<file path="src/cam_cfg_pkg.sv">
// Shared constants and types for the camera settings store and apply block
package cam_cfg_pkg;

  // Register map, byte addresses on the AXI4-Lite bus
  localparam int ADDR_W = 8;
  localparam logic [7:0] OFS_CTRL = 8'h00;
  localparam logic [7:0] OFS_BOOT = 8'h04;
  localparam logic [7:0] OFS_MISC = 8'h08;
  localparam logic [7:0] OFS_EXPO = 8'h0c;
  localparam logic [7:0] OFS_ACT_MISC = 8'h10;
  localparam logic [7:0] OFS_ACT_EXPO = 8'h14;
  localparam logic [7:0] OFS_STAT = 8'h18;
  localparam logic [7:0] OFS_SER = 8'h1c;
  localparam logic [7:0] OFS_LABEL = 8'h40;
  localparam int LABEL_WORDS = 16;

  // Control register command bits
  localparam int CTRL_LOAD_BIT = 4;
  localparam int CTRL_SAVE_BIT = 5;
  localparam int CTRL_RESTART_BIT = 8;

  // Working settings word layout
  localparam int MIRROR_BIT = 0;
  localparam int TEST_BIT = 1;
  localparam int TRIG_BIT = 2;
  localparam int CAP_LSB = 16;
  localparam int CAP_W = 11;
  localparam logic [10:0] CAP_MAX = 11'h6a4;
  localparam int EXPO_W = 24;
  localparam int SET_W = 32 + EXPO_W;

  // Values after reset and the factory default slot contents
  localparam logic [31:0] MISC_RST = 32'h06a4_0000;
  localparam logic [23:0] EXPO_RST = 24'h002710;
  localparam logic [55:0] FACTORY_SET = {EXPO_RST, MISC_RST};

  // Serial link framing: 8 data bits, no parity, one stop bit
  localparam int CLK_HZ = 25000000;
  localparam int BAUD_BPS = 1152200;
  localparam int BIT_CYC = CLK_HZ / BAUD_BPS;
  localparam int HALF_CYC = BIT_CYC / 2;
  localparam int SER_BITS = 8;

  // Mirror line buffer
  localparam int PIX_W = 8;
  localparam int LINE_MAX = 16;

  // AXI responses
  localparam logic [1:0] RESP_OKAY = 2'h0;
  localparam logic [1:0] RESP_SLVERR = 2'h2;

  // Settings slots
  typedef enum logic [1:0] {
    SLOT_DEFAULT = 2'b00,
    SLOT_USER1 = 2'b01,
    SLOT_USER2 = 2'b10
  } slot_t;

  // Top sequencer states
  typedef enum logic [1:0] {
    ST_BOOT = 2'b00,
    ST_RUN = 2'b01
  } seq_t;

  // Line buffer states
  typedef enum logic [1:0] {
    MS_FILL = 2'b00,
    MS_DRAIN = 2'b01
  } mir_t;

endpackage

</file>
<file path="src/cam_settings.sv">
// Camera settings store, apply timing, mirror path and serial receiver
module cam_settings (
  // Clock, reset, clock enable
  input wire logic SYS_CLK,
  input wire logic RST_B,
  input wire logic CE,
  // AXI4-Lite write address and data
  input wire logic [7:0] S_AXI_AWADDR,
  input wire logic S_AXI_AWVALID,
  output logic S_AXI_AWREADY,
  input wire logic [31:0] S_AXI_WDATA,
  input wire logic [3:0] S_AXI_WSTRB,
  input wire logic S_AXI_WVALID,
  output logic S_AXI_WREADY,
  // AXI4-Lite write response
  output logic [1:0] S_AXI_BRESP,
  output logic S_AXI_BVALID,
  input wire logic S_AXI_BREADY,
  // AXI4-Lite read
  input wire logic [7:0] S_AXI_ARADDR,
  input wire logic S_AXI_ARVALID,
  output logic S_AXI_ARREADY,
  output logic [31:0] S_AXI_RDATA,
  output logic [1:0] S_AXI_RRESP,
  output logic S_AXI_RVALID,
  input wire logic S_AXI_RREADY,
  // Frame timing from the sensor sequencer
  input wire logic FRAME_REQ,
  input wire logic EXPO_START,
  // Applied settings
  output logic MIRROR_ACT,
  output logic TEST_ACT,
  output logic TRIG_MODE_ACT,
  output logic [10:0] LINK_BW_CAP,
  output logic [23:0] EXPO_TIME,
  // Serial configuration line
  input wire logic SER_RX,
  // Pixel stream in and out
  input wire logic [7:0] PIX_IN,
  input wire logic PIX_IN_VALID,
  input wire logic PIX_IN_LAST,
  output logic PIX_IN_READY,
  output logic [7:0] PIX_OUT,
  output logic PIX_OUT_VALID,
  output logic PIX_OUT_LAST
);

  // Merge a write word into a register under byte enables
  function automatic logic [31:0] merge(input logic [31:0] old,
                                        input logic [31:0] data,
                                        input logic [3:0] strb);
    logic [31:0] r;
    r = old;
    for (int i = 0; i < 4; i++) begin
      if (strb[i]) begin
        r[i*8 +: 8] = data[i*8 +: 8];
      end
    end
    return r;
  endfunction

  // Hold the bandwidth cap at or below its ceiling
  function automatic logic [31:0] clamp_cap(input logic [31:0] d);
    logic [31:0] r;
    r = d;
    if (d[cam_cfg_pkg::CAP_LSB +: cam_cfg_pkg::CAP_W] > cam_cfg_pkg::CAP_MAX)
    begin
      r[cam_cfg_pkg::CAP_LSB +: cam_cfg_pkg::CAP_W] = cam_cfg_pkg::CAP_MAX;
    end
    return r;
  endfunction

  // Valid slot code check, shared by selector and boot register
  function automatic logic slot_ok(input logic [1:0] s);
    return s != 2'b11;
  endfunction

  // Bus state
  logic aw_have_r;           // Write address held
  logic w_have_r;            // Write data held
  logic [7:0] aw_addr_r;     // Held write address
  logic [31:0] w_data_r;     // Held write data
  logic [3:0] w_strb_r;      // Held byte enables

  // Settings state
  logic [1:0] slot_sel_r;    // Selected slot
  logic [1:0] boot_slot_r;   // Slot applied after reset
  logic [1:0] last_slot_r;   // Slot most recently loaded
  logic [31:0] work_misc_r;  // Working settings, pending
  logic [23:0] work_expo_r;  // Working exposure, pending
  logic misc_pend_r;         // Working misc written or loaded, not yet applied
  logic expo_pend_r;         // Working exposure not yet applied
  logic [31:0] label_r [0:15];  // User label storage
  logic frame_d_r;           // Frame request delayed for edge detect
  logic soft_rst_r;          // Restart pulse
  cam_cfg_pkg::seq_t st_r;

  // Serial receiver state
  logic rx_busy_r;
  logic [4:0] rx_cnt_r;
  logic [3:0] rx_bit_r;
  logic [7:0] rx_sh_r;
  logic [7:0] ser_data_r;
  logic ser_full_r;
  logic ser_ferr_r;

  // Write decode
  wire logic wr_fire = aw_have_r && w_have_r && !S_AXI_BVALID;
  wire logic wr_ctrl = wr_fire && (aw_addr_r == cam_cfg_pkg::OFS_CTRL);
  wire logic wr_boot = wr_fire && (aw_addr_r == cam_cfg_pkg::OFS_BOOT);
  wire logic wr_misc = wr_fire && (aw_addr_r == cam_cfg_pkg::OFS_MISC);
  wire logic wr_expo = wr_fire && (aw_addr_r == cam_cfg_pkg::OFS_EXPO);
  wire logic wr_label = wr_fire && (aw_addr_r[7:6] == 2'b01);
  wire logic [3:0] wr_lidx = aw_addr_r[5:2];
  wire logic wr_rw = wr_ctrl || wr_boot || wr_misc || wr_expo || wr_label;
  wire logic wr_ok = wr_rw && (aw_addr_r[1:0] == 2'b00);
  wire logic cmd_load = wr_ctrl && w_strb_r[0] &&
                        w_data_r[cam_cfg_pkg::CTRL_LOAD_BIT];
  wire logic cmd_save = wr_ctrl && w_strb_r[0] &&
                        w_data_r[cam_cfg_pkg::CTRL_SAVE_BIT];
  wire logic cmd_restart = wr_ctrl && w_strb_r[1] &&
                           w_data_r[cam_cfg_pkg::CTRL_RESTART_BIT];
  wire logic [31:0] misc_wr = clamp_cap(merge(work_misc_r, w_data_r,
                                              w_strb_r));
  wire logic [31:0] expo_wr = merge({8'h00, work_expo_r}, w_data_r,
                                    w_strb_r);

  // Read decode
  wire logic rd_take = S_AXI_ARVALID && S_AXI_ARREADY;
  wire logic rd_label = (S_AXI_ARADDR[7:6] == 2'b01);
  wire logic rd_ser = rd_take && (S_AXI_ARADDR == cam_cfg_pkg::OFS_SER);
  wire logic [31:0] stat_word = {26'h0, last_slot_r, 1'b0,
                                 (st_r == cam_cfg_pkg::ST_BOOT),
                                 expo_pend_r, misc_pend_r};
  wire logic [31:0] ser_word = {22'h0, ser_ferr_r, ser_full_r, ser_data_r};
  logic [31:0] rd_word;
  logic rd_hit;

  // Slot store access
  wire logic [1:0] store_sel = (st_r == cam_cfg_pkg::ST_BOOT) ?
                               boot_slot_r : slot_sel_r;
  wire logic [55:0] slot_rd;
  wire logic frame_rise = FRAME_REQ && !frame_d_r;
  wire logic mirror_on = MIRROR_ACT && !TEST_ACT;

  // Read multiplexer
  always_comb begin
    rd_word = 32'h0000_0000;
    rd_hit = 1'b1;
    if (S_AXI_ARADDR[1:0] != 2'b00) begin
      rd_hit = 1'b0;
    end else if (rd_label) begin
      rd_word = label_r[S_AXI_ARADDR[5:2]];
    end else begin
      case (S_AXI_ARADDR)
        cam_cfg_pkg::OFS_CTRL: rd_word = {30'h0, slot_sel_r};
        cam_cfg_pkg::OFS_BOOT: rd_word = {30'h0, boot_slot_r};
        cam_cfg_pkg::OFS_MISC: rd_word = work_misc_r;
        cam_cfg_pkg::OFS_EXPO: rd_word = {8'h00, work_expo_r};
        cam_cfg_pkg::OFS_ACT_MISC: rd_word = {5'h00, LINK_BW_CAP, 13'h0000,
                                              TRIG_MODE_ACT, TEST_ACT,
                                              MIRROR_ACT};
        cam_cfg_pkg::OFS_ACT_EXPO: rd_word = {8'h00, EXPO_TIME};
        cam_cfg_pkg::OFS_STAT: rd_word = stat_word;
        cam_cfg_pkg::OFS_SER: rd_word = ser_word;
        default: rd_hit = 1'b0;
      endcase
    end
  end

  // Write channels; address and data are taken in either order
  always_ff @(posedge SYS_CLK or negedge RST_B) begin
    if (!RST_B) begin
      aw_have_r <= 1'b0;
      w_have_r <= 1'b0;
      aw_addr_r <= 8'h00;
      w_data_r <= 32'h0000_0000;
      w_strb_r <= 4'h0;
      S_AXI_AWREADY <= 1'b1;
      S_AXI_WREADY <= 1'b1;
      S_AXI_BVALID <= 1'b0;
      S_AXI_BRESP <= cam_cfg_pkg::RESP_OKAY;
    end else if (CE) begin
      if (S_AXI_AWVALID && S_AXI_AWREADY) begin
        aw_have_r <= 1'b1;
        aw_addr_r <= S_AXI_AWADDR;
        S_AXI_AWREADY <= 1'b0;
      end
      if (S_AXI_WVALID && S_AXI_WREADY) begin
        w_have_r <= 1'b1;
        w_data_r <= S_AXI_WDATA;
        w_strb_r <= S_AXI_WSTRB;
        S_AXI_WREADY <= 1'b0;
      end
      // Unmapped or misaligned addresses get a slave error
      if (wr_fire) begin
        aw_have_r <= 1'b0;
        w_have_r <= 1'b0;
        S_AXI_BVALID <= 1'b1;
        S_AXI_BRESP <= wr_ok ? cam_cfg_pkg::RESP_OKAY :
                               cam_cfg_pkg::RESP_SLVERR;
      end else if (S_AXI_BVALID && S_AXI_BREADY) begin
        S_AXI_BVALID <= 1'b0;
        S_AXI_AWREADY <= 1'b1;
        S_AXI_WREADY <= 1'b1;
      end
    end
  end

  // Read channel; one read at a time
  always_ff @(posedge SYS_CLK or negedge RST_B) begin
    if (!RST_B) begin
      S_AXI_ARREADY <= 1'b1;
      S_AXI_RVALID <= 1'b0;
      S_AXI_RDATA <= 32'h0000_0000;
      S_AXI_RRESP <= cam_cfg_pkg::RESP_OKAY;
    end else if (CE) begin
      if (rd_take) begin
        S_AXI_ARREADY <= 1'b0;
        S_AXI_RVALID <= 1'b1;
        S_AXI_RDATA <= rd_word;
        S_AXI_RRESP <= rd_hit ? cam_cfg_pkg::RESP_OKAY :
                                cam_cfg_pkg::RESP_SLVERR;
      end else if (S_AXI_RVALID && S_AXI_RREADY) begin
        S_AXI_RVALID <= 1'b0;
        S_AXI_ARREADY <= 1'b1;
      end
    end
  end

  // Stored choices; these survive the restart command like flash would
  always_ff @(posedge SYS_CLK or negedge RST_B) begin
    if (!RST_B) begin
      slot_sel_r <= cam_cfg_pkg::SLOT_DEFAULT;
      boot_slot_r <= cam_cfg_pkg::SLOT_DEFAULT;
    end else if (CE) begin
      if (wr_ctrl && w_strb_r[0] && slot_ok(w_data_r[1:0])) begin
        slot_sel_r <= w_data_r[1:0];
      end
      if (wr_boot && w_strb_r[0] && slot_ok(w_data_r[1:0])) begin
        boot_slot_r <= w_data_r[1:0];
      end
    end
  end

  always_ff @(posedge SYS_CLK or negedge RST_B) begin
    if (!RST_B) begin
      for (int i = 0; i < cam_cfg_pkg::LABEL_WORDS; i++) begin
        label_r[i] <= 32'h0000_0000;
      end
    end else if (CE && wr_label && wr_ok) begin
      label_r[wr_lidx] <= merge(label_r[wr_lidx], w_data_r, w_strb_r);
    end
  end

  always_ff @(posedge SYS_CLK or negedge RST_B) begin
    if (!RST_B) begin
      soft_rst_r <= 1'b0;
    end else if (CE) begin
      soft_rst_r <= cmd_restart;
    end
  end

  // Working settings: boot load, slot load, bus writes
  always_ff @(posedge SYS_CLK or negedge RST_B) begin
    if (!RST_B) begin
      st_r <= cam_cfg_pkg::ST_BOOT;
      work_misc_r <= cam_cfg_pkg::MISC_RST;
      work_expo_r <= cam_cfg_pkg::EXPO_RST;
      misc_pend_r <= 1'b0;
      expo_pend_r <= 1'b0;
      last_slot_r <= cam_cfg_pkg::SLOT_DEFAULT;
    end else if (CE) begin
      if (soft_rst_r) begin
        st_r <= cam_cfg_pkg::ST_BOOT;
        misc_pend_r <= 1'b0;
        expo_pend_r <= 1'b0;
      end else begin
        case (st_r)
          cam_cfg_pkg::ST_BOOT: begin
            work_misc_r <= slot_rd[31:0];
            work_expo_r <= slot_rd[55:32];
            last_slot_r <= boot_slot_r;
            st_r <= cam_cfg_pkg::ST_RUN;
          end
          cam_cfg_pkg::ST_RUN: begin
            // Pending flags: a new change wins over the apply clearing them
            if (frame_rise) begin
              misc_pend_r <= 1'b0;
            end
            if (EXPO_START) begin
              expo_pend_r <= 1'b0;
            end
            if (cmd_load) begin
              work_misc_r <= slot_rd[31:0];
              work_expo_r <= slot_rd[55:32];
              last_slot_r <= slot_sel_r;
              misc_pend_r <= 1'b1;
              expo_pend_r <= 1'b1;
            end
            if (wr_misc) begin
              work_misc_r <= misc_wr;
              misc_pend_r <= 1'b1;
            end
            if (wr_expo) begin
              work_expo_r <= expo_wr[23:0];
              expo_pend_r <= 1'b1;
            end
          end
          default: st_r <= cam_cfg_pkg::ST_BOOT;
        endcase
      end
    end
  end

  // Applied settings seen by the imaging pipeline
  // free run lag tolerated
  always_ff @(posedge SYS_CLK or negedge RST_B) begin
    if (!RST_B) begin
      frame_d_r <= 1'b0;
      MIRROR_ACT <= 1'b0;
      TEST_ACT <= 1'b0;
      TRIG_MODE_ACT <= 1'b0;
      LINK_BW_CAP <= cam_cfg_pkg::CAP_MAX;
      EXPO_TIME <= cam_cfg_pkg::EXPO_RST;
    end else if (CE) begin
      frame_d_r <= FRAME_REQ;
      if (st_r == cam_cfg_pkg::ST_BOOT && !soft_rst_r) begin
        // Nothing is running yet, so the boot slot goes live at once
        MIRROR_ACT <= slot_rd[cam_cfg_pkg::MIRROR_BIT];
        TEST_ACT <= slot_rd[cam_cfg_pkg::TEST_BIT];
        TRIG_MODE_ACT <= slot_rd[cam_cfg_pkg::TRIG_BIT];
        LINK_BW_CAP <= slot_rd[cam_cfg_pkg::CAP_LSB +: cam_cfg_pkg::CAP_W];
        EXPO_TIME <= slot_rd[55:32];
      end else begin
        if (frame_rise) begin
          MIRROR_ACT <= work_misc_r[cam_cfg_pkg::MIRROR_BIT];
          TEST_ACT <= work_misc_r[cam_cfg_pkg::TEST_BIT];
          TRIG_MODE_ACT <= work_misc_r[cam_cfg_pkg::TRIG_BIT];
          LINK_BW_CAP <= work_misc_r[cam_cfg_pkg::CAP_LSB +:
                                     cam_cfg_pkg::CAP_W];
        end
        if (EXPO_START) begin
          EXPO_TIME <= work_expo_r;
        end
      end
    end
  end

  // 8N1 receiver, no flow control
  // Sampled mid-bit; a low stop bit flags a framing error
  always_ff @(posedge SYS_CLK or negedge RST_B) begin
    if (!RST_B) begin
      rx_busy_r <= 1'b0;
      rx_cnt_r <= 5'h00;
      rx_bit_r <= 4'h0;
      rx_sh_r <= 8'h00;
      ser_data_r <= 8'h00;
      ser_full_r <= 1'b0;
      ser_ferr_r <= 1'b0;
    end else if (CE) begin
      // Reading the data register empties it; a new byte wins
      if (rd_ser) begin
        ser_full_r <= 1'b0;
        ser_ferr_r <= 1'b0;
      end
      if (soft_rst_r) begin
        rx_busy_r <= 1'b0;
      end else if (!rx_busy_r) begin
        if (!SER_RX) begin
          rx_busy_r <= 1'b1;
          rx_cnt_r <= 5'(cam_cfg_pkg::HALF_CYC);
          rx_bit_r <= 4'h0;
        end
      end else if (rx_cnt_r != 5'h00) begin
        rx_cnt_r <= rx_cnt_r - 5'h01;
      end else begin
        rx_cnt_r <= 5'(cam_cfg_pkg::BIT_CYC - 1);
        rx_bit_r <= rx_bit_r + 4'h1;
        if (rx_bit_r == 4'h0 && SER_RX) begin
          rx_busy_r <= 1'b0;
        end else if (rx_bit_r == 4'(cam_cfg_pkg::SER_BITS + 1)) begin
          rx_busy_r <= 1'b0;
          ser_data_r <= rx_sh_r;
          ser_full_r <= 1'b1;
          ser_ferr_r <= !SER_RX;
        end else if (rx_bit_r != 4'h0) begin
          rx_sh_r <= {SER_RX, rx_sh_r[7:1]};
        end
      end
    end
  end

  // Settings slots
  // save working to user slot
  slot_store u_store (
    .clk(SYS_CLK),
    .rst_b(RST_B),
    .ce(CE),
    .save_en(cmd_save && st_r == cam_cfg_pkg::ST_RUN),
    .sel(store_sel),
    .wr_set({work_expo_r, work_misc_r}),
    .rd_set(slot_rd)
  );

  line_mirror u_mirror (
    .clk(SYS_CLK),
    .rst_b(RST_B),
    .ce(CE),
    .mirror_en(mirror_on),
    .in_data(PIX_IN),
    .in_valid(PIX_IN_VALID),
    .in_last(PIX_IN_LAST),
    .in_ready(PIX_IN_READY),
    .out_data(PIX_OUT),
    .out_valid(PIX_OUT_VALID),
    .out_last(PIX_OUT_LAST)
  );

endmodule

</file>
<file path="src/slot_store.sv">
// Non-volatile settings slots: factory default plus two user slots
module slot_store (
  // Clock and power-on reset
  input wire logic clk,
  input wire logic rst_b,
  input wire logic ce,
  // Save request and slot choice
  input wire logic save_en,
  input wire logic [1:0] sel,
  input wire logic [55:0] wr_set,
  // Contents of the chosen slot
  output logic [55:0] rd_set
);

  // User slot storage, indexed by slot number minus one
  logic [55:0] user_r [0:1];

  // Index of the user slot named by sel
  wire logic idx = (sel == cam_cfg_pkg::SLOT_USER2);
  wire logic is_user = (sel == cam_cfg_pkg::SLOT_USER1) ||
                       (sel == cam_cfg_pkg::SLOT_USER2);

  // save to default ignored
  // Only power-on reset clears slots; the restart command never reaches them
  always_ff @(posedge clk or negedge rst_b) begin
    if (!rst_b) begin
      user_r[0] <= cam_cfg_pkg::FACTORY_SET;
      user_r[1] <= cam_cfg_pkg::FACTORY_SET;
    end else if (ce && save_en && is_user) begin
      user_r[idx] <= wr_set;
    end
  end

  assign rd_set = is_user ? user_r[idx] : cam_cfg_pkg::FACTORY_SET;

endmodule

</file>
<file path="src/line_mirror.sv">
// Line buffer that emits each line in forward or reversed pixel order
module line_mirror (
  // Clock, reset, enable
  input wire logic clk,
  input wire logic rst_b,
  input wire logic ce,
  input wire logic mirror_en,
  // Incoming line
  input wire logic [7:0] in_data,
  input wire logic in_valid,
  input wire logic in_last,
  output logic in_ready,
  // Outgoing line
  output logic [7:0] out_data,
  output logic out_valid,
  output logic out_last
);

  logic [7:0] mem_r [0:15];  // Pixel storage for one line
  logic [3:0] wr_idx_r;      // Next write position
  logic [3:0] rd_idx_r;      // Next read position
  logic [3:0] end_idx_r;     // Read position of the final pixel
  logic rev_r;               // Direction latched for the whole line
  cam_cfg_pkg::mir_t st_r;

  wire logic take = in_valid && in_ready;
  wire logic line_done = in_last || (wr_idx_r == 4'(cam_cfg_pkg::LINE_MAX - 1));
  wire logic [3:0] rd_step = rev_r ? rd_idx_r - 4'h1 : rd_idx_r + 4'h1;

  // Store pixels into the buffer
  always_ff @(posedge clk) begin
    if (ce && take) begin
      mem_r[wr_idx_r] <= in_data;
    end
  end

  // Fill then drain; input stalls while a line drains
  always_ff @(posedge clk or negedge rst_b) begin
    if (!rst_b) begin
      st_r <= cam_cfg_pkg::MS_FILL;
      wr_idx_r <= 4'h0;
      rd_idx_r <= 4'h0;
      end_idx_r <= 4'h0;
      rev_r <= 1'b0;
      in_ready <= 1'b1;
      out_data <= 8'h00;
      out_valid <= 1'b0;
      out_last <= 1'b0;
    end else if (ce) begin
      case (st_r)
        cam_cfg_pkg::MS_FILL: begin
          out_valid <= 1'b0;
          out_last <= 1'b0;
          if (take && line_done) begin
            rev_r <= mirror_en;
            rd_idx_r <= mirror_en ? wr_idx_r : 4'h0;
            end_idx_r <= mirror_en ? 4'h0 : wr_idx_r;
            wr_idx_r <= 4'h0;
            in_ready <= 1'b0;
            st_r <= cam_cfg_pkg::MS_DRAIN;
          end else if (take) begin
            wr_idx_r <= wr_idx_r + 4'h1;
          end
        end
        cam_cfg_pkg::MS_DRAIN: begin
          out_valid <= 1'b1;
          out_data <= mem_r[rd_idx_r];
          out_last <= (rd_idx_r == end_idx_r);
          rd_idx_r <= rd_step;
          if (rd_idx_r == end_idx_r) begin
            in_ready <= 1'b1;
            st_r <= cam_cfg_pkg::MS_FILL;
          end
        end
        default: begin
          st_r <= cam_cfg_pkg::MS_FILL;
          in_ready <= 1'b1;
        end
      endcase
    end
  end

endmodule

</file>
<file path="config.mk">
export PLATFORM = sky130hd
export DESIGN_NAME = cam_settings
export DESIGN_NICKNAME = d
export VERILOG_FILES = /design/src/cam_cfg_pkg.sv /design/src/cam_settings.sv /design/src/slot_store.sv /design/src/line_mirror.sv
export SDC_FILE = /design/constraint.sdc
export NUM_CORES = 2
export LEC_CHECK = 0
export BUFFER_PORTS_ARGS = -buffer_cell sky130_fd_sc_hd__buf_2
export CORE_MARGIN = 10
export CORE_UTILIZATION = 55
export DETAILED_ROUTE_END_ITERATION = 7
export PLACE_DENSITY = 0.78
export RECOVER_POWER = 25
export REMOVE_ABC_BUFFERS = 1
export SYNTH_ARGS = -nofsm -noshare
export SYNTH_HDL_FRONTEND = slang
export SYNTH_SLANG_ARGS = --single-unit
export TNS_END_PERCENT = 5
</file>
<file path="constraint.sdc">
create_clock -name SYS_CLK -period 6.65 [get_ports SYS_CLK]
set_input_delay 0.665 -clock SYS_CLK [delete_from_list [all_inputs] [get_ports SYS_CLK]]
set_output_delay 0.665 -clock SYS_CLK [all_outputs]
set_load 0.005 [all_outputs]
</file>
Word-level counts from Yosys, hierarchy flattened
Memories as Yosys holds them, arrays and structs flattened. A register that Yosys moved wholly into a read port is not among the register bits.
Index checks and enable logic that the tools add are counted.
{"block": "totals", "memories": 1, "out_inout_bits": 90, "ff_bits": 863, "word_cells": 348, "ram_bits": 128, "in_bits": 73}
{"memory": "u_mirror.mem_r", "words": 16, "width": 8, "rd": 1, "rd_ports_with_merged_regs": 1, "write_ports": 1, "line": "line_mirror.sv:19", "text": "logic [7:0] mem_r [0:15];"}
{"block": "classes", "n_mux": 126, "bitwise_logic": 7, "addsub": 5, "magnitude_cmp": 6, "eq_ne": 34, "reduce_logical": 103}
{"cell": "$bwmux W512", "count": 1}
{"cell": "$mux W32", "count": 9}
{"cell": "$mux W56", "count": 5}
{"cell": "$bmux W32 S4", "count": 2}
{"cell": "$pmux W32 S8", "count": 1}
{"cell": "$demux W32 S4", "count": 1}
{"cell": "$bwmux W112", "count": 1}
{"cell": "$mux W8", "count": 13}
{"cell": "$mux W24", "count": 4}
{"cell": "$pmux W32 S2", "count": 1}
{"cell": "$mux W1", "count": 57}
{"cell": "$demux W56 S1", "count": 1}
{"cell": "$pmux W24 S2", "count": 1}
{"cell": "$logic_and A1 B1 Y1", "count": 36}
{"cell": "$mux W4", "count": 9}
{"cell": "$mux W11", "count": 3}
{"cell": "$eq A8 B4 Y1 const B", "count": 4}
{"cell": "$eq A8 B5 Y1 const B", "count": 4}
{"cell": "$reduce_and A2 Y1", "count": 15}
{"cell": "$reduce_and A5 Y1", "count": 6}
{"cell": "$ne A3 B3 Y1 const B", "count": 8}
{"cell": "$reduce_bool A2 Y1", "count": 11}
{"cell": "$reduce_and A3 Y1", "count": 7}
{"cell": "$eq A8 B3 Y1 const B", "count": 2}
{"cell": "33 further kinds", "count": 79}

Depth between registers and ports, before layout
{"block": "depth", "depth_word": 11, "mapped_depth": 11, "mapped_depth_nobuf": 8}

Cells and area by module
A second synthesis with hierarchy kept.
{"block": "hier_totals", "cells_unflattened": 4092, "area_unflattened_um2": 48963.2}
{"mod": "cam_settings", "n_inst": 1, "seq_area_each_um2": 18296.3, "cells_per_inst": 3302, "area_each_um2": 37536.0}
{"mod": "line_mirror", "n_inst": 1, "seq_area_each_um2": 4470.5, "cells_per_inst": 425, "area_each_um2": 6368.6}
{"mod": "slot_store", "n_inst": 1, "seq_area_each_um2": 2827.7, "cells_per_inst": 365, "area_each_um2": 5058.6}

Worst setup path before layout
OpenSTA, ideal clock, no wires.
{"block": "synth_path", "path_type": "input to register", "from": "in S_AXI_ARADDR[2]", "to": "reg S_AXI_RDATA[27]", "arrival_time_ns": 2.510, "stages": 6, "path_buffers": 2, "setup_ns": 0.121, "path_slack_ns": 4.018, "required_ns": 6.529, "path_cell_list": "clkbuf_1 > buf_1 > mux4_2 > mux4_2 > nand3_1 > nand2_1"}
{"block": "synth_via", "elab_chain_len": 6, "elab_cells_between_ends": 15, "cone_classes": "eq/ne (7); mux (6); bitwise (1); reduce/logical (1)"}
{"item": "start, declared", "line": "cam_settings.sv:20", "text": "input wire logic [7:0] S_AXI_ARADDR,"}
{"item": "$not A4 Y5 (implied by the code)", "line": "cam_settings.sv:153", "text": "rd_word = label_r[S_AXI_ARADDR[5:2]];"}
{"item": "$bmux W32 S4", "line": "cam_settings.sv:153"}
{"item": "$mux W32 (implied by the code) (2 in series)", "line": "cam_settings.sv:153"}
{"item": "$mux W32 (*)", "line": "cam_settings.sv:152", "text": "end else if (rd_label) begin"}
{"item": "$mux W32 (*)", "line": "cam_settings.sv:150", "text": "if (S_AXI_ARADDR[1:0] != 2'b00) begin"}
{"item": "end signal, assigned", "line": "cam_settings.sv:221", "text": "S_AXI_RDATA <= rd_word;"}
{"item": "end, declared", "line": "cam_settings.sv:23", "text": "output logic [31:0] S_AXI_RDATA,"}
Mark *: on every way between the ends. The rest lies on a longest branch, timed or not. The select of a mux whose other input is x is not followed.
A chain may end at the register's enable or synchronous reset.

Final worst setup path
{"block": "layout_path", "from": "in CE", "to": "reg S_AXI_RDATA[16]"}
{"block": "layout_via", "elab_chain_len": 1}
{"item": "start, declared", "line": "cam_settings.sv:6", "text": "input wire logic CE,"}
{"item": "$reduce_and A2 Y1 (no line)"}
Every way passes these cells.

==> results.rst <==
.. list-table::
   :header-rows: 1

   * - Metric
     - Value
   * - Wirelength, routed
     - 132000 µm
   * - Final period utilization
     - 0.781
   * - Clock edge transition at the registers on the reported setup and hold paths
     - 0.06 ns
   * - Path class of the lowest-slack min-delay path
     - input port to async pin
   * - Post-route ant nets
     - 0
   * - Setup slack on the worst flop-to-flop path
     - 2.56 ns
   * - Initial antenna violation count
     - 5
   * - Cell mode on critical path
     - sky130_fd_sc_hd__clkbuf_1
   * - Clk Latency, worst-skew pair
     - 0.67 ns
   * - DIE AREA
     - 0.0995 mm²
   * - Critical-path cell with the highest stage delay
     - sky130_fd_sc_hd__clkbuf_1
   * - Number of synthesized flops with an enable pin
     - 128
   * - Post-synthesis async set-or-reset flop share
     - 0.871
   * - Number of filler instances in the final layout
     - 6357
   * - Topmost layer with routed signal wires
     - met5
   * - Startpoint type of the worst setup path
     - input port
   * - First-pass detailed-route iteration total
     - 6
   * - Run status
     - finished with violations
   * - Max-cap check violation count
     - 3
   * - Number of gates resized after cts
     - 0
   * - Worst setup startpoint
     - CE
   * - Area of the core
     - 0.0868 mm²
   * - Number of cells on the worst reg-to-reg path
     - 6
   * - Total routing usage reported by global routing
     - 0.266
   * - Chip Width
     - 315 µm
   * - Share of the synthesized netlist area taken by xor and xnor gates
     - 0.00146
   * - Largest family of logic cells by synthesized area
     - multiplexers
   * - Pin count of the biggest net entering global routing
     - 178
   * - Post-synthesis simple-gate area fraction
     - 0.0832
   * - Number of port buffers
     - 160
   * - Total power per unit cell area
     - 244 mW/mm²
   * - Vias in the first global route
     - 34200
   * - Wire length of the first global-routing pass
     - 204000 µm
   * - Number of standard cells after synthesis
     - 3925
   * - Post-synthesis mux area share
     - 0.240
   * - Worst path max stage delay
     - 1.73 ns
   * - Final net count
     - 4014
   * - Starting density of the core
     - 0.554
   * - Wire length per cell after detailed routing
     - 25.6 µm
   * - Highest net fanout along the worst path
     - 38
   * - Multi-input combinational cell area
     - 0.0211 mm²
   * - Cells along the critical path
     - clkbuf_1 -> clkbuf_1 -> nand3_2 -> clkbuf_1 -> or3_1 -> buf_4 -> a21oi_1 -> o21ai_0 -> o21ai_0
   * - Number of remaining DRC errors
     - 0
   * - Worst setup path category
     - input port to flop
   * - Reg2reg end
     - work_misc_r[22]$_DFFE_PN0P_
   * - Finish-stage setup viols
     - 0
   * - Routed length on met3
     - 14700 µm
   * - Final core occ
     - 0.613
   * - Slew @ Worst Pin
     - 2.82 ns
   * - Row Count
     - 108
   * - Number of vias per cell
     - 6.50
   * - Part of the Yosys area used for sequential elements
     - 0.533
   * - Compound-cell area share of the yosys netlist
     - 0.106
   * - Depth of the CTS H-tree
     - 3
   * - Cell accounting for the most synthesized area
     - sky130_fd_sc_hd__dfrtp_1
   * - Max-slew violation total from the final report
     - 125
   * - Most used flip-flop cell after synthesis
     - sky130_fd_sc_hd__dfrtp_1
   * - Vias after detailed routing
     - 33600
   * - CTS tree
     - built
   * - Largest vdd supply drop
     - 227 µV
   * - Largest buffer count on any clock path
     - 3
   * - Maximum achievable frequency
     - 193 MHz
   * - Clock sink count
     - 995
   * - Worst setup skew after layout
     - 0.0249 ns
   * - Met1 layer wirelength in the final routing
     - 50300 µm
   * - Met2 layer wire length in the routed design
     - 61400 µm
   * - Leakage
     - 22.9 nW
   * - Root buffer selected by CTS
     - sky130_fd_sc_hd__clkbuf_16
   * - Synth cell types
     - 79
   * - Hold Buf Count CTS
     - 0
   * - CP Data Required Time
     - 7.22 ns
   * - Synth top area cells
     - sky130_fd_sc_hd__dfrtp_1 43%, sky130_fd_sc_hd__mux4_2 16%, sky130_fd_sc_hd__edfxtp_1 8.0%, sky130_fd_sc_hd__a21oi_1 6.7%, sky130_fd_sc_hd__nor2_1 4.8%
   * - HPWL reported at the end of detailed placement
     - 81400 µm
   * - Endpoint kind of the worst setup timing path
     - flop
   * - Number of storage elements in the synthesis netlist
     - 995
   * - I/O pin count
     - 163
   * - Synth Warn #
     - 0
   * - Die boundary height
     - 315 µm
   * - Area share of the leading cell type in the synthesized netlist
     - 0.429
   * - RePlAce Congestion
     - 0.850
   * - Register cell area after layout
     - 0.0256 mm²
   * - Relative slew slack
     - -0.879
   * - Fraction of final layout cells sized beyond drive strength 1
     - 0.260
   * - Post-CTS Setup Bufs
     - 0
   * - Fin crit period
     - 5.19 ns
   * - Hold Violations, Final
     - 0
   * - Unrepaired setup endpoints after global routing
     - false
   * - Global route overflow
     - 0
   * - Violations in the final reports
     - capacitance limit, slew limit
   * - Adder-cell share of the synthesized area
     - 0.00328
   * - Number of CTS-inserted buffers
     - 100
   * - Area Overhead vs Synth
     - 10.7%
   * - Worst hold margin
     - 0.0662 ns
   * - Critical register-to-register path startpoint
     - aw_addr_r[1]$_DFFE_PN0P_
   * - Violation count after the first detailed-route iteration
     - 3480
   * - Synthesized area per cell
     - 12.2 µm²
   * - Crit path arrival time
     - 5.76 ns
   * - Area of the mapped netlist
     - 0.0480 mm²
[kinds of logic after synthesis]
logic type | after synthesis
AOI/OAI and AO/OA | 919
xor gates and xnor gates | 8
adders and majority gates | 12
buffers and inverters | 355
DFF | 995
muxes | 674
other | 1
and+or+nand+nor | 961
[layout by cell type (no fill, tap or decap), types with 21 or more instances in the layout]
| cell | count |
|---|---|
| sky130_fd_sc_hd__nand3_1 | 21 |
| sky130_fd_sc_hd__mux2i_4 | 21 |
| sky130_fd_sc_hd__buf_2 | 147 |
| sky130_fd_sc_hd__clkbuf_16 | 103 |
| sky130_fd_sc_hd__clkbuf_8 | 26 |
| sky130_fd_sc_hd__edfxtp_1 | 128 |
| sky130_fd_sc_hd__nor2_1 | 595 |
| sky130_fd_sc_hd__dfrtp_1 | 818 |
| sky130_fd_sc_hd__clkbuf_1 | 26 |
| sky130_fd_sc_hd__o31a_1 | 21 |
| sky130_fd_sc_hd__mux2i_1 | 105 |
| sky130_fd_sc_hd__inv_1 | 25 |
| sky130_fd_sc_hd__clkinv_2 | 22 |
| sky130_fd_sc_hd__buf_4 | 59 |
| sky130_fd_sc_hd__a21oi_1 | 647 |
| sky130_fd_sc_hd__nand2_1 | 169 |
| sky130_fd_sc_hd__mux4_2 | 338 |
| sky130_fd_sc_hd__nor3_1 | 72 |
| sky130_fd_sc_hd__o21ai_0 | 120 |
| sky130_fd_sc_hd__dfstp_2 | 44 |
| sky130_fd_sc_hd__mux2_2 | 197 |
[metrics by stage]
step	instances	cell area (µm²)	total power [mW]	worst slack, ns	setup TNS, ns
4_1_cts	5169	53200	13.0	2.66	0
6_report	5171	53100	13.0	1.46	0
5_1_grt	5169	53100	13.4	1.36	0
2_1_floorplan	3600	46500	6.72	-3.36	-728.60
3_3_place_gp	4982	49600	7.10	2.64	0
3_5_place_dp	4982	49600	7.12	2.66	0
[worst max-delay path: cells and delay by family]
kind	cells	cell delay, ns
AOI/OAI and AO/OA	3	0.73
and+or+nand+nor	2	0.82
buffers and inverters	4	3.48
[where the power goes]
part | total (mW) | switching (mW) | internal [mW]
sequential | 6.40 | 0.121 | 6.28
combinational | 0.610 | 0.405 | 0.204
clock | 5.97 | 2.42 | 3.56
total | 13.0 | 2.94 | 10.0
[layout make-up]
cell class,count,area share
diodes,2,0.0000942
clock buffers,143,0.0562
clock inverters,44,0.0103
inverters,29,0.00205
multi-input cells,2576,0.396
flip-flops and latches,995,0.482
well taps,1155,0.0272
repair buffers,227,0.0261
[cell usage after synthesis (7+ instances only)]
cell type / count
sky130_fd_sc_hd__dfrtp_1: 823
sky130_fd_sc_hd__a21oi_1: 647
sky130_fd_sc_hd__nor2_1: 614
sky130_fd_sc_hd__mux4_2: 338
sky130_fd_sc_hd__mux2_2: 197
sky130_fd_sc_hd__clkbuf_1: 180
sky130_fd_sc_hd__nand2_1: 170
sky130_fd_sc_hd__edfxtp_1: 128
sky130_fd_sc_hd__o21ai_0: 121
sky130_fd_sc_hd__mux2i_1: 105
sky130_fd_sc_hd__buf_2: 88
sky130_fd_sc_hd__nor3_1: 73
sky130_fd_sc_hd__dfstp_2: 44
sky130_fd_sc_hd__buf_4: 26
sky130_fd_sc_hd__buf_1: 25
sky130_fd_sc_hd__inv_1: 25
sky130_fd_sc_hd__nand3_1: 23
sky130_fd_sc_hd__mux2i_4: 21
sky130_fd_sc_hd__o31a_1: 21
sky130_fd_sc_hd__nor2b_1: 20
sky130_fd_sc_hd__a31oi_1: 16
sky130_fd_sc_hd__a221o_1: 13
sky130_fd_sc_hd__a211oi_1: 12
sky130_fd_sc_hd__ha_1: 11
sky130_fd_sc_hd__nand2b_1: 11
sky130_fd_sc_hd__o21ai_1: 11
sky130_fd_sc_hd__a22oi_1: 10
sky130_fd_sc_hd__a221oi_1: 9
sky130_fd_sc_hd__a22o_1: 9
sky130_fd_sc_hd__mux2_1: 8
sky130_fd_sc_hd__a32o_1: 7
sky130_fd_sc_hd__buf_6: 7
sky130_fd_sc_hd__o31ai_1: 7
[layer usage]
| metal | up-vias | global-route usage |
|---|---|---|
| li1 | 14400 | - |
| met1 | 17100 | 0.351 |
| met2 | 1683 | 0.410 |
| met3 | 369 | 0.0772 |
| met4 | 10 | 0.117 |
| met5 | - | 0 |
[flip-flops by register name, indices dropped and copies added, names as in the netlist, 5 cells and up]
register	count
aw_addr_r	8
rx_sh_r	8
u_mirror.mem_r	128
u_store.user_r	112
work_expo_r	24
work_misc_r	32
rx_cnt_r	5
S_AXI_RDATA	32
label_r	512
u_mirror.out_data	8
w_data_r	32
ser_data_r	8
EXPO_TIME	24
LINK_BW_CAP	11
[worst max-delay path by stage]
stage                                      endpoint  slack, ns
finish                  S_AXI_RDATA[16]$_DFFE_PN0P_       1.46
global route             S_AXI_RDATA[6]$_DFFE_PN0P_       1.36
CTS                     work_misc_r[22]$_DFFE_PN0P_       2.66
detailed placement      work_misc_r[22]$_DFFE_PN0P_       2.66
global placement        work_misc_r[22]$_DFFE_PN0P_       2.64
floorplan           u_store.user_r[101]$_DFFE_PN1P_      -3.36
Power figures use the tool's default switching activity.
